--- config.mk ---
export PLATFORM = sky130hd
export DESIGN_NAME = sense_pin_gpio_control
export DESIGN_NICKNAME = d
export VERILOG_FILES = /design/src/inc/sense_pin_gpio_pkg.sv /design/src/hdl/level_sync.sv /design/src/hdl/pin_pad_ctrl.sv /design/src/hdl/sense_pin_gpio_control.sv
export SDC_FILE = /design/constraint.sdc
export NUM_CORES = 1
export LEC_CHECK = 0
export BUFFER_PORTS_ARGS = -buffer_cell sky130_fd_sc_hd__buf_2
export CORE_MARGIN = 2
export CORE_UTILIZATION = 35
export DETAILED_ROUTE_END_ITERATION = 12
export SETUP_SLACK_MARGIN = 0.15
export SLEW_MARGIN = 20
export SYNTH_ARGS = -nofsm -noshare
export SYNTH_HDL_FRONTEND = slang
export SYNTH_SLANG_ARGS = --single-unit
--- constraint.sdc ---
create_clock -name i_clk -period 2.9 [get_ports i_clk]
set_clock_uncertainty 0.05 [all_clocks]
set_input_delay 0.58 -clock i_clk [delete_from_list [all_inputs] [get_ports i_clk]]
set_output_delay 0.58 -clock i_clk [all_outputs]
set_load 0.1 [all_outputs]
--- src/inc/sense_pin_gpio_pkg.sv ---
package sense_pin_gpio_pkg;

  // Bus geometry
  localparam int ADDR_W = 16;
  localparam int DATA_W = 32;
  localparam int IDX_W = 14;
  localparam int REG_W = 8;
  localparam int SENSE_PINS = 5;
  localparam int SYNC_STAGES = 2;

  // Printed offsets are word indexes; the byte address is four times the index
  localparam logic [IDX_W-1:0] IDX_INDICATOR_SECOND_CONTROL = 14'h0807;
  localparam logic [IDX_W-1:0] IDX_SENSE_PINS_PULLDOWN_ENABLE = 14'h082D;
  localparam logic [IDX_W-1:0] IDX_INDICATOR_PIN_PULLDOWN_ENABLE = 14'h082F;
  localparam logic [IDX_W-1:0] IDX_SENSE_PINS_DIRECTION = 14'h0831;
  localparam logic [IDX_W-1:0] IDX_INDICATOR_PIN_DIRECTION = 14'h0833;
  localparam logic [IDX_W-1:0] IDX_SENSE_PINS_OUTPUT_VALUE = 14'h0835;
  localparam logic [IDX_W-1:0] IDX_INDICATOR_PIN_OUTPUT_VALUE = 14'h0837;
  localparam logic [IDX_W-1:0] IDX_SENSE_PINS_INPUT_LEVEL = 14'h0839;
  localparam logic [IDX_W-1:0] IDX_INDICATOR_PIN_INPUT_LEVEL = 14'h083B;
  localparam logic [IDX_W-1:0] IDX_SENSE_PINS_PULLUP_ENABLE = 14'h083D;
  localparam logic [IDX_W-1:0] IDX_INDICATOR_PIN_PULLUP_ENABLE = 14'h083F;

  // Field positions
  localparam int VBUS_BIT = 0;
  localparam int INDICATOR_BIT = 0;
  localparam int ROLE_SELECT_BIT = 0;
  localparam int WORD_LSB = 2;
  localparam int DATA_LANE = 0;

  // Reset values
  localparam logic [REG_W-1:0] REG_RESET = 8'h00;
  localparam logic [DATA_W-1:0] RDATA_RESET = 32'h0000_0000;
  localparam logic [1:0] ALIGNED = 2'h0;

endpackage

--- src/hdl/level_sync.sv ---
`timescale 1ns/1ns
module level_sync #(
  parameter int WIDTH = 1
) (
  input wire logic i_clk,
  input wire logic i_rst_n,
  input wire logic [WIDTH-1:0] i_async,
  output logic [WIDTH-1:0] o_sync
);
  import sense_pin_gpio_pkg::*;

  // First stage feeds only the second stage
  logic [WIDTH-1:0] meta;

  always_ff @(posedge i_clk or negedge i_rst_n)
  begin
    if (!i_rst_n)
    begin
      meta <= '0;
      o_sync <= '0;
    end
    else
    begin
      meta <= i_async;
      o_sync <= meta;
    end
  end
endmodule

--- src/hdl/pin_pad_ctrl.sv ---
`timescale 1ns/1ns
module pin_pad_ctrl (
  input wire logic i_dir,
  input wire logic i_out_value,
  input wire logic i_pullup,
  input wire logic i_pulldown,
  input wire logic i_role_override,
  input wire logic i_override_value,
  output logic o_oe,
  output logic o_out,
  output logic o_pullup,
  output logic o_pulldown
);
  // An overriding role owns the buffer; the pulls stay under software control
  always_comb
  begin
    o_oe = i_role_override | i_dir;
    o_out = i_role_override ? i_override_value : i_out_value;
    o_pullup = i_pullup;
    o_pulldown = i_pulldown;
  end
endmodule

--- src/hdl/sense_pin_gpio_control.sv ---
// Notes on behaviour
// - Sense pull-down register bits 0..4 enable VBUS and sense pad pull-downs.
// - Indicator pull-down register bit 0 enables the shared pad pull-down.
// - Sense direction bits 0..4: zero input, one output.
// - Indicator direction bit 0: zero input, one output.
// - Output-configured sense pads drive their sense output register bit.
// - Indicator output bit drives the general pin, ignored in indicator mode.
// - Sense input register is read-only sampled pad levels; bits 7..5 read zero.
// - Indicator input bit 0 returns sampled pad level; invalid in indicator mode.
// - Sense pull-up register bits 0..4 enable VBUS and sense pad pull-ups.
// - Indicator pull-up register bit 0 enables the shared pad pull-up.
// - Second control bit 0 selects general pin or engine-driven indicator.
`timescale 1ns/1ns
module sense_pin_gpio_control (
  input wire logic i_clk,
  input wire logic i_nrst,
  input wire logic i_psel,
  input wire logic i_penable,
  input wire logic i_pwrite,
  input wire logic [sense_pin_gpio_pkg::ADDR_W-1:0] i_paddr,
  input wire logic [sense_pin_gpio_pkg::DATA_W-1:0] i_pwdata,
  input wire logic [3:0] i_pstrb,
  output logic [sense_pin_gpio_pkg::DATA_W-1:0] o_prdata,
  output logic o_pready,
  output logic o_pslverr,
  input wire logic [sense_pin_gpio_pkg::SENSE_PINS-1:0] i_sense_in,
  output logic [sense_pin_gpio_pkg::SENSE_PINS-1:0] o_sense_out,
  output logic [sense_pin_gpio_pkg::SENSE_PINS-1:0] o_sense_oe,
  output logic [sense_pin_gpio_pkg::SENSE_PINS-1:0] o_sense_pullup,
  output logic [sense_pin_gpio_pkg::SENSE_PINS-1:0] o_sense_pulldown,
  input wire logic i_indicator_in,
  input wire logic i_indicator_drive,
  output logic o_indicator_out,
  output logic o_indicator_oe,
  output logic o_indicator_pullup,
  output logic o_indicator_pulldown,
  output logic o_indicator_role
);
  import sense_pin_gpio_pkg::*;

  logic [1:0] rst_pipe;
  logic rst_n;
  logic [IDX_W-1:0] idx;
  logic aligned;
  logic mapped;
  logic read_only;
  logic setup_phase;
  logic access_phase;
  logic bus_write;
  logic [REG_W-1:0] next_rdata;
  logic [REG_W-1:0] sense_pulldown;
  logic [REG_W-1:0] indicator_pulldown;
  logic [REG_W-1:0] sense_direction;
  logic [REG_W-1:0] indicator_direction;
  logic [REG_W-1:0] sense_output;
  logic [REG_W-1:0] indicator_output;
  logic [REG_W-1:0] sense_pullup;
  logic [REG_W-1:0] indicator_pullup;
  logic [REG_W-1:0] indicator_control;
  logic [SENSE_PINS-1:0] sense_level;
  logic indicator_level;
  logic engine_drive;

  // Reset: asynchronous assertion, release through two flops
  always_ff @(posedge i_clk or negedge i_nrst)
  begin
    if (!i_nrst)
    begin
      rst_pipe <= 2'h0;
    end
    else
    begin
      rst_pipe <= {rst_pipe[0], 1'b1};
    end
  end

  assign rst_n = rst_pipe[1];

  // Address decode
  assign idx = i_paddr[ADDR_W-1:WORD_LSB];
  assign aligned = (i_paddr[WORD_LSB-1:0] == ALIGNED);

  always_comb
  begin
    read_only = (idx == IDX_SENSE_PINS_INPUT_LEVEL) || (idx == IDX_INDICATOR_PIN_INPUT_LEVEL);
    unique case (idx)
      IDX_INDICATOR_SECOND_CONTROL, IDX_SENSE_PINS_PULLDOWN_ENABLE, IDX_INDICATOR_PIN_PULLDOWN_ENABLE,
      IDX_SENSE_PINS_DIRECTION, IDX_INDICATOR_PIN_DIRECTION, IDX_SENSE_PINS_OUTPUT_VALUE,
      IDX_INDICATOR_PIN_OUTPUT_VALUE, IDX_SENSE_PINS_INPUT_LEVEL, IDX_INDICATOR_PIN_INPUT_LEVEL,
      IDX_SENSE_PINS_PULLUP_ENABLE, IDX_INDICATOR_PIN_PULLUP_ENABLE: mapped = aligned;
      default: mapped = 1'b0;
    endcase
  end

  assign setup_phase = i_psel & ~i_penable;
  assign access_phase = i_psel & i_penable;
  // Only byte lane 0 carries register data; writes to read-only words are dropped
  assign bus_write = access_phase & i_pwrite & mapped & ~read_only & i_pstrb[DATA_LANE];

  // Zero wait states: read data is captured in the setup cycle
  assign o_pready = 1'b1;
  assign o_pslverr = access_phase & ~mapped;

  // Read mux
  always_comb
  begin
    next_rdata = REG_RESET;
    unique case (idx)
      IDX_INDICATOR_SECOND_CONTROL: next_rdata = indicator_control;
      IDX_SENSE_PINS_PULLDOWN_ENABLE: next_rdata = sense_pulldown;
      IDX_INDICATOR_PIN_PULLDOWN_ENABLE: next_rdata = indicator_pulldown;
      IDX_SENSE_PINS_DIRECTION: next_rdata = sense_direction;
      IDX_INDICATOR_PIN_DIRECTION: next_rdata = indicator_direction;
      IDX_SENSE_PINS_OUTPUT_VALUE: next_rdata = sense_output;
      IDX_INDICATOR_PIN_OUTPUT_VALUE: next_rdata = indicator_output;
      IDX_SENSE_PINS_INPUT_LEVEL: next_rdata[SENSE_PINS-1:0] = sense_level;
      IDX_INDICATOR_PIN_INPUT_LEVEL: next_rdata[INDICATOR_BIT] = indicator_level;
      IDX_SENSE_PINS_PULLUP_ENABLE: next_rdata = sense_pullup;
      IDX_INDICATOR_PIN_PULLUP_ENABLE: next_rdata = indicator_pullup;
      default: next_rdata = REG_RESET;
    endcase
    if (!aligned)
    begin
      next_rdata = REG_RESET;
    end
  end

  always_ff @(posedge i_clk or negedge rst_n)
  begin
    if (!rst_n)
    begin
      o_prdata <= RDATA_RESET;
    end
    else if (setup_phase && !i_pwrite)
    begin
      o_prdata <= {{(DATA_W-REG_W){1'b0}}, next_rdata};
    end
  end

  // Pull-down enables
  always_ff @(posedge i_clk or negedge rst_n)
  begin
    if (!rst_n)
    begin
      sense_pulldown <= REG_RESET;
      indicator_pulldown <= REG_RESET;
    end
    else if (bus_write)
    begin
      if (idx == IDX_SENSE_PINS_PULLDOWN_ENABLE)
      begin
        sense_pulldown <= i_pwdata[REG_W-1:0];
      end
      if (idx == IDX_INDICATOR_PIN_PULLDOWN_ENABLE)
      begin
        indicator_pulldown <= i_pwdata[REG_W-1:0];
      end
    end
  end

  // Pull-up enables
  always_ff @(posedge i_clk or negedge rst_n)
  begin
    if (!rst_n)
    begin
      sense_pullup <= REG_RESET;
      indicator_pullup <= REG_RESET;
    end
    else if (bus_write)
    begin
      if (idx == IDX_SENSE_PINS_PULLUP_ENABLE)
      begin
        sense_pullup <= i_pwdata[REG_W-1:0];
      end
      if (idx == IDX_INDICATOR_PIN_PULLUP_ENABLE)
      begin
        indicator_pullup <= i_pwdata[REG_W-1:0];
      end
    end
  end

  // Directions; reset leaves every pad an input so nothing is driven by surprise
  always_ff @(posedge i_clk or negedge rst_n)
  begin
    if (!rst_n)
    begin
      sense_direction <= REG_RESET;
      indicator_direction <= REG_RESET;
    end
    else if (bus_write)
    begin
      if (idx == IDX_SENSE_PINS_DIRECTION)
      begin
        sense_direction <= i_pwdata[REG_W-1:0];
      end
      if (idx == IDX_INDICATOR_PIN_DIRECTION)
      begin
        indicator_direction <= i_pwdata[REG_W-1:0];
      end
    end
  end

  // Output buffer data
  always_ff @(posedge i_clk or negedge rst_n)
  begin
    if (!rst_n)
    begin
      sense_output <= REG_RESET;
      indicator_output <= REG_RESET;
    end
    else if (bus_write)
    begin
      if (idx == IDX_SENSE_PINS_OUTPUT_VALUE)
      begin
        sense_output <= i_pwdata[REG_W-1:0];
      end
      if (idx == IDX_INDICATOR_PIN_OUTPUT_VALUE)
      begin
        indicator_output <= i_pwdata[REG_W-1:0];
      end
    end
  end

  // Role select; the bits above bit 0 are stored and read back but drive no output
  always_ff @(posedge i_clk or negedge rst_n)
  begin
    if (!rst_n)
    begin
      indicator_control <= REG_RESET;
    end
    else if (bus_write && idx == IDX_INDICATOR_SECOND_CONTROL)
    begin
      indicator_control <= i_pwdata[REG_W-1:0];
    end
  end

  // Engine level is retimed so the pad data leaves a flop
  always_ff @(posedge i_clk or negedge rst_n)
  begin
    if (!rst_n)
    begin
      engine_drive <= 1'b0;
    end
    else
    begin
      engine_drive <= i_indicator_drive;
    end
  end

  assign o_indicator_role = indicator_control[ROLE_SELECT_BIT];

  level_sync #(
    .WIDTH(SENSE_PINS + 1)
  ) u_input_sync (
    .i_clk(i_clk),
    .i_rst_n(rst_n),
    .i_async({i_indicator_in, i_sense_in}),
    .o_sync({indicator_level, sense_level})
  );

  for (genvar g = 0; g < SENSE_PINS; g++)
  begin : g_sense_pad
    pin_pad_ctrl u_pad (
      .i_dir(sense_direction[g]),
      .i_out_value(sense_output[g]),
      .i_pullup(sense_pullup[g]),
      .i_pulldown(sense_pulldown[g]),
      .i_role_override(1'b0),
      .i_override_value(1'b0),
      .o_oe(o_sense_oe[g]),
      .o_out(o_sense_out[g]),
      .o_pullup(o_sense_pullup[g]),
      .o_pulldown(o_sense_pulldown[g])
    );
  end

  pin_pad_ctrl u_indicator_pad (
    .i_dir(indicator_direction[INDICATOR_BIT]),
    .i_out_value(indicator_output[INDICATOR_BIT]),
    .i_pullup(indicator_pullup[INDICATOR_BIT]),
    .i_pulldown(indicator_pulldown[INDICATOR_BIT]),
    .i_role_override(indicator_control[ROLE_SELECT_BIT]),
    .i_override_value(engine_drive),
    .o_oe(o_indicator_oe),
    .o_out(o_indicator_out),
    .o_pullup(o_indicator_pullup),
    .o_pulldown(o_indicator_pulldown)
  );
endmodule

==> out/qor_table.md <==
| Quantity | Reported |
| --- | --- |
| Run status | finished clean |
| First-pass GRT wire length | 19700 microns |
| Post-synth EDFFs | 0 |
| RePlAce Congestion | 0.896 |
| Crit path buf inv count | 2 |
| Routed wirelength normalized by instance count | 19.6 microns |
| Max cap viols | 0 |
| Dominant combinational cell family by area after synthesis | multiplexers |
| Cells along the critical path | buf_2 > mux2_2 > a32oi_2 > nand2_1 > a41oi_4 > buf_12 |
| Row count | 43 |
| Proportion of layout cells with a drive suffix above 1 | 0.445 |
| Worst-case setup slack after placement | 0.189 ns |
| Area growth from synthesis to layout | 16.1% |
| Warnings from Yosys | 0 |
| Clock transition at path regs | 0.06 ns |
| Final critical-path setup slack | 0.210 ns |
| Critical Path Sink Type | output port |
| Most common cell after layout, fill and taps aside | sky130_fd_sc_hd__dfrtp_1 |
| Final hold violation count | 0 |
| Worst slew margin relative to its limit | 0.450 |
| Clock insertion delay at the later pin of the skew report | 0.35 ns |
| VDD IR max | 0.276 mV |
| Final Routed Wirelength | 12800 microns |
| Number of max-slew violations in the final report | 0 |
| RSZ-0062 raised after global routing | false |
| Cells after Synth | 401 |
| TritonCTS clock tree | built |
| Initial core utilization | 0.355 |
| Drt initial violations | 330 |
| Buffer cell driving the clock tree root | sky130_fd_sc_hd__clkbuf_16 |
| Post-layout min period | 2.69 ns |
| Crit path max-delay cell type | sky130_fd_sc_hd__mux2_2 |
| Final cycle utilization of the critical path | 0.928 |
| Buffers on Ports | 70 |
| Vias/cell | 5.31 |
| Number of sinks driven by the clock tree | 95 |
| Pin count of the biggest net entering global routing | 48 |
| Post-CTS Setup Bufs | 0 |
| Worst Path Required | 2.27 ns |
| Post-synthesis cell type count | 63 |
| Post-synthesis share of cell area spent on full adders, half adders and majority gates | 0 |
| Netlist Area Pre-Place | 4890 sq um |
| Leakage | 0.00277 uW |
| Count of H-tree levels built during CTS | 3 |
| Top library cells by usage in the layout, fill and taps aside | sky130_fd_sc_hd__dfrtp_1, sky130_fd_sc_hd__mux2_2, sky130_fd_sc_hd__buf_2 |
| Mean post-synth cell area | 12.2 sq um |
| Startpoint type of the worst setup path | input pin |
| Nets | 536 |
| Via count of the first global-routing pass | 3339 |
| Die Height | 122 microns |
| Initial antenna violation count | 0 |
| Detail Route Antenna Nets | 0 |
| Number of top-level design ports | 123 |
| Area fraction in and, or, nand and nor cells after synthesis | 0.140 |
| TritonCTS Buffers | 9 |
| Total die area | 14900 sq um |
| Fraction of the mapped netlist area in compound gates | 0.0806 |
| Setup_tns | 0 ns |
| Mux share of post-synthesis cell area | 0.206 |
| Worst endpoint data arrival time | 2.06 ns |
| Global-route usage over all layers | 0.181 |
| Kind of cell adding the most delay to the critical path | compound AO/OA/AOI/OAI gates |
| Fraction of synthesized cell area in xor and xnor cells | 0 |
| Clock Path Buffers | 2 |
| Worst Path Max Fanout | 12 |
| Setup CP Type | input pin to output port |
| Number of register bits inferred by synthesis | 95 |
| Predominant post-synthesis flop cell | sky130_fd_sc_hd__dfrtp_1 |
| Worst hold path type | input pin to flip-flop |
| Sum of net half-perimeters after detailed placement | 9370 microns |
| Proportion of synthesized flip-flops having asynchronous set or reset | 1.00 |
| DRT Pass-1 Iters | 5 |
| Cell area power density | 485 nW/um^2 |
| Setup violation total in the final timing report | 0 |
| Fmax | 372 MHz |
| Number of design rule violations left after detail routing | 0 |
| Measured slew at the worst slew-check pin | 0.823 ns |
| Antenna Diode Count | 0 |
| Core area | 13800 sq um |
| Count of vias placed by the detailed router | 3482 |
| Register area share after synthesis | 0.486 |
| Grt total ovfl | 0 |
| Largest stage delay on the critical path | 0.37 ns |
| Width of the chip | 122 microns |
## area by class of cell
type,count,area [sq um]
Clock buffer,12,246
Clock inverter,3,20.0
Fill cell,1329,8100
Multi-Input combinational cell,268,2210
Sequential cell,95,2380
Tap cell,180,225
Timing Repair Buffer,98,591
## repair_timing
| item | CTS | global route |
|---|---|---|
| endpoints found under the setup margin | 0 | 1 |
| hold buffers | 1 | 0 |
| resized for setup | 0 | 1 |
| endpoints found under the hold margin | 2 | 0 |
## worst register-to-register path, cell delays in order, from the launching register on
cell and delay (ns):
sky130_fd_sc_hd__dfrtp_1 0.39, sky130_fd_sc_hd__mux2_2 0.27, sky130_fd_sc_hd__a21oi_1 0.20, sky130_fd_sc_hd__o2bb2ai_1 0.11
sky130_fd_sc_hd__a22oi_1 0.25, sky130_fd_sc_hd__a22oi_2 0.08
## flip-flops by register name (all words and copies together), names as in the netlist
| register | count |
|---|---|
| sense_output | 8 |
| sense_pulldown | 8 |
| indicator_output | 8 |
| indicator_pulldown | 8 |
| o_prdata | 8 |
| indicator_control | 8 |
| u_input_sync.meta | 6 |
| indicator_direction | 8 |
| sense_direction | 8 |
| indicator_pullup | 8 |
| sense_pullup | 8 |
| rst_pipe | 2 |
| engine_drive | 1 |
| u_input_sync.o_sync | 6 |
## per-stage QoR
stage          area [sq um]  cells  total power, uW  hold WS, ns   util
6_report               5680    656             2760        0.278  0.412
5_1_grt                5680    656             2870        0.263  0.412
4_1_cts                5670    656             2790        0.266  0.412
3_5_place_dp           5390    640             1680        0.285  0.391
3_3_place_gp           5390    640             1680        0.284  0.391
2_1_floorplan          5000    425             1620        0.234      -
## synthesized netlist by cell type (3+ instances only)
master | count | share of area
sky130_fd_sc_hd__a21oi_1 | 7 | 0.0072
sky130_fd_sc_hd__a22oi_1 | 6 | 0.0092
sky130_fd_sc_hd__a32oi_1 | 5 | 0.0090
sky130_fd_sc_hd__and3_1 | 3 | 0.0038
sky130_fd_sc_hd__and3b_1 | 4 | 0.0072
sky130_fd_sc_hd__buf_1 | 4 | 0.0031
sky130_fd_sc_hd__buf_2 | 6 | 0.0061
sky130_fd_sc_hd__buf_4 | 45 | 0.069
sky130_fd_sc_hd__clkbuf_1 | 6 | 0.0046
sky130_fd_sc_hd__dfrtp_1 | 95 | 0.49
sky130_fd_sc_hd__mux2_2 | 77 | 0.18
sky130_fd_sc_hd__mux2i_1 | 12 | 0.025
sky130_fd_sc_hd__nand2_1 | 25 | 0.019
sky130_fd_sc_hd__nand3_1 | 7 | 0.0072
sky130_fd_sc_hd__nand4_1 | 9 | 0.012
sky130_fd_sc_hd__nor2_1 | 6 | 0.0046
sky130_fd_sc_hd__nor2b_1 | 6 | 0.0077
sky130_fd_sc_hd__nor3_1 | 3 | 0.0031
sky130_fd_sc_hd__nor3b_1 | 5 | 0.0077
sky130_fd_sc_hd__o21ai_0 | 5 | 0.0051
sky130_fd_sc_hd__o21ai_1 | 3 | 0.0031
sky130_fd_sc_hd__o22ai_1 | 4 | 0.0051
sky130_fd_sc_hd__o2bb2ai_1 | 5 | 0.0090
## cell families after synthesis
kind of cell,count (synthesis)
buffers and inverters,62
AND/OR/NAND/NOR,99
flip-flops,95
other,2
multiplexers,90
AO/OA/AOI/OAI,53
## worst paths after layout
check	startpoint	to	slack, ns	cells past startpoint
max	i_paddr[5]	o_pslverr	0.21	6
max reg2reg	sense_pullup[3]$_DFFE_PN0P_	o_prdata[3]$_DFFE_PN0P_	1.44	5
min in group asynchronous	rst_pipe[1]$_DFF_PN0_	sense_direction[5]$_DFFE_PN0P_	0.31	0
min	i_indicator_drive	engine_drive$_DFF_PN0_	0.28	1
max in group asynchronous	rst_pipe[1]$_DFF_PN0_	indicator_direction[3]$_DFFE_PN0P_	1.83	1
min reg2reg	rst_pipe[0]$_DFF_PN0_	rst_pipe[1]$_DFF_PN0_	0.30	0
## report_power, final
group	leakage, uW	total [uW]	switching, uW	internal (uW)
Clock	0.000125	1100	500	599
Sequential	0.00129	1350	15.5	1340
Combinational	0.00135	306	250	55.7
## routing by layer
layer	global-route usage	up-vias	share of wire
met1	0.257	1737	0.45
li1	-	1552	-
met4	0.0503	0	0.019
met3	0.0576	20	0.086
met2	0.267	173	0.45
met5	0	-	0
(Power assumes the default switching activity.)
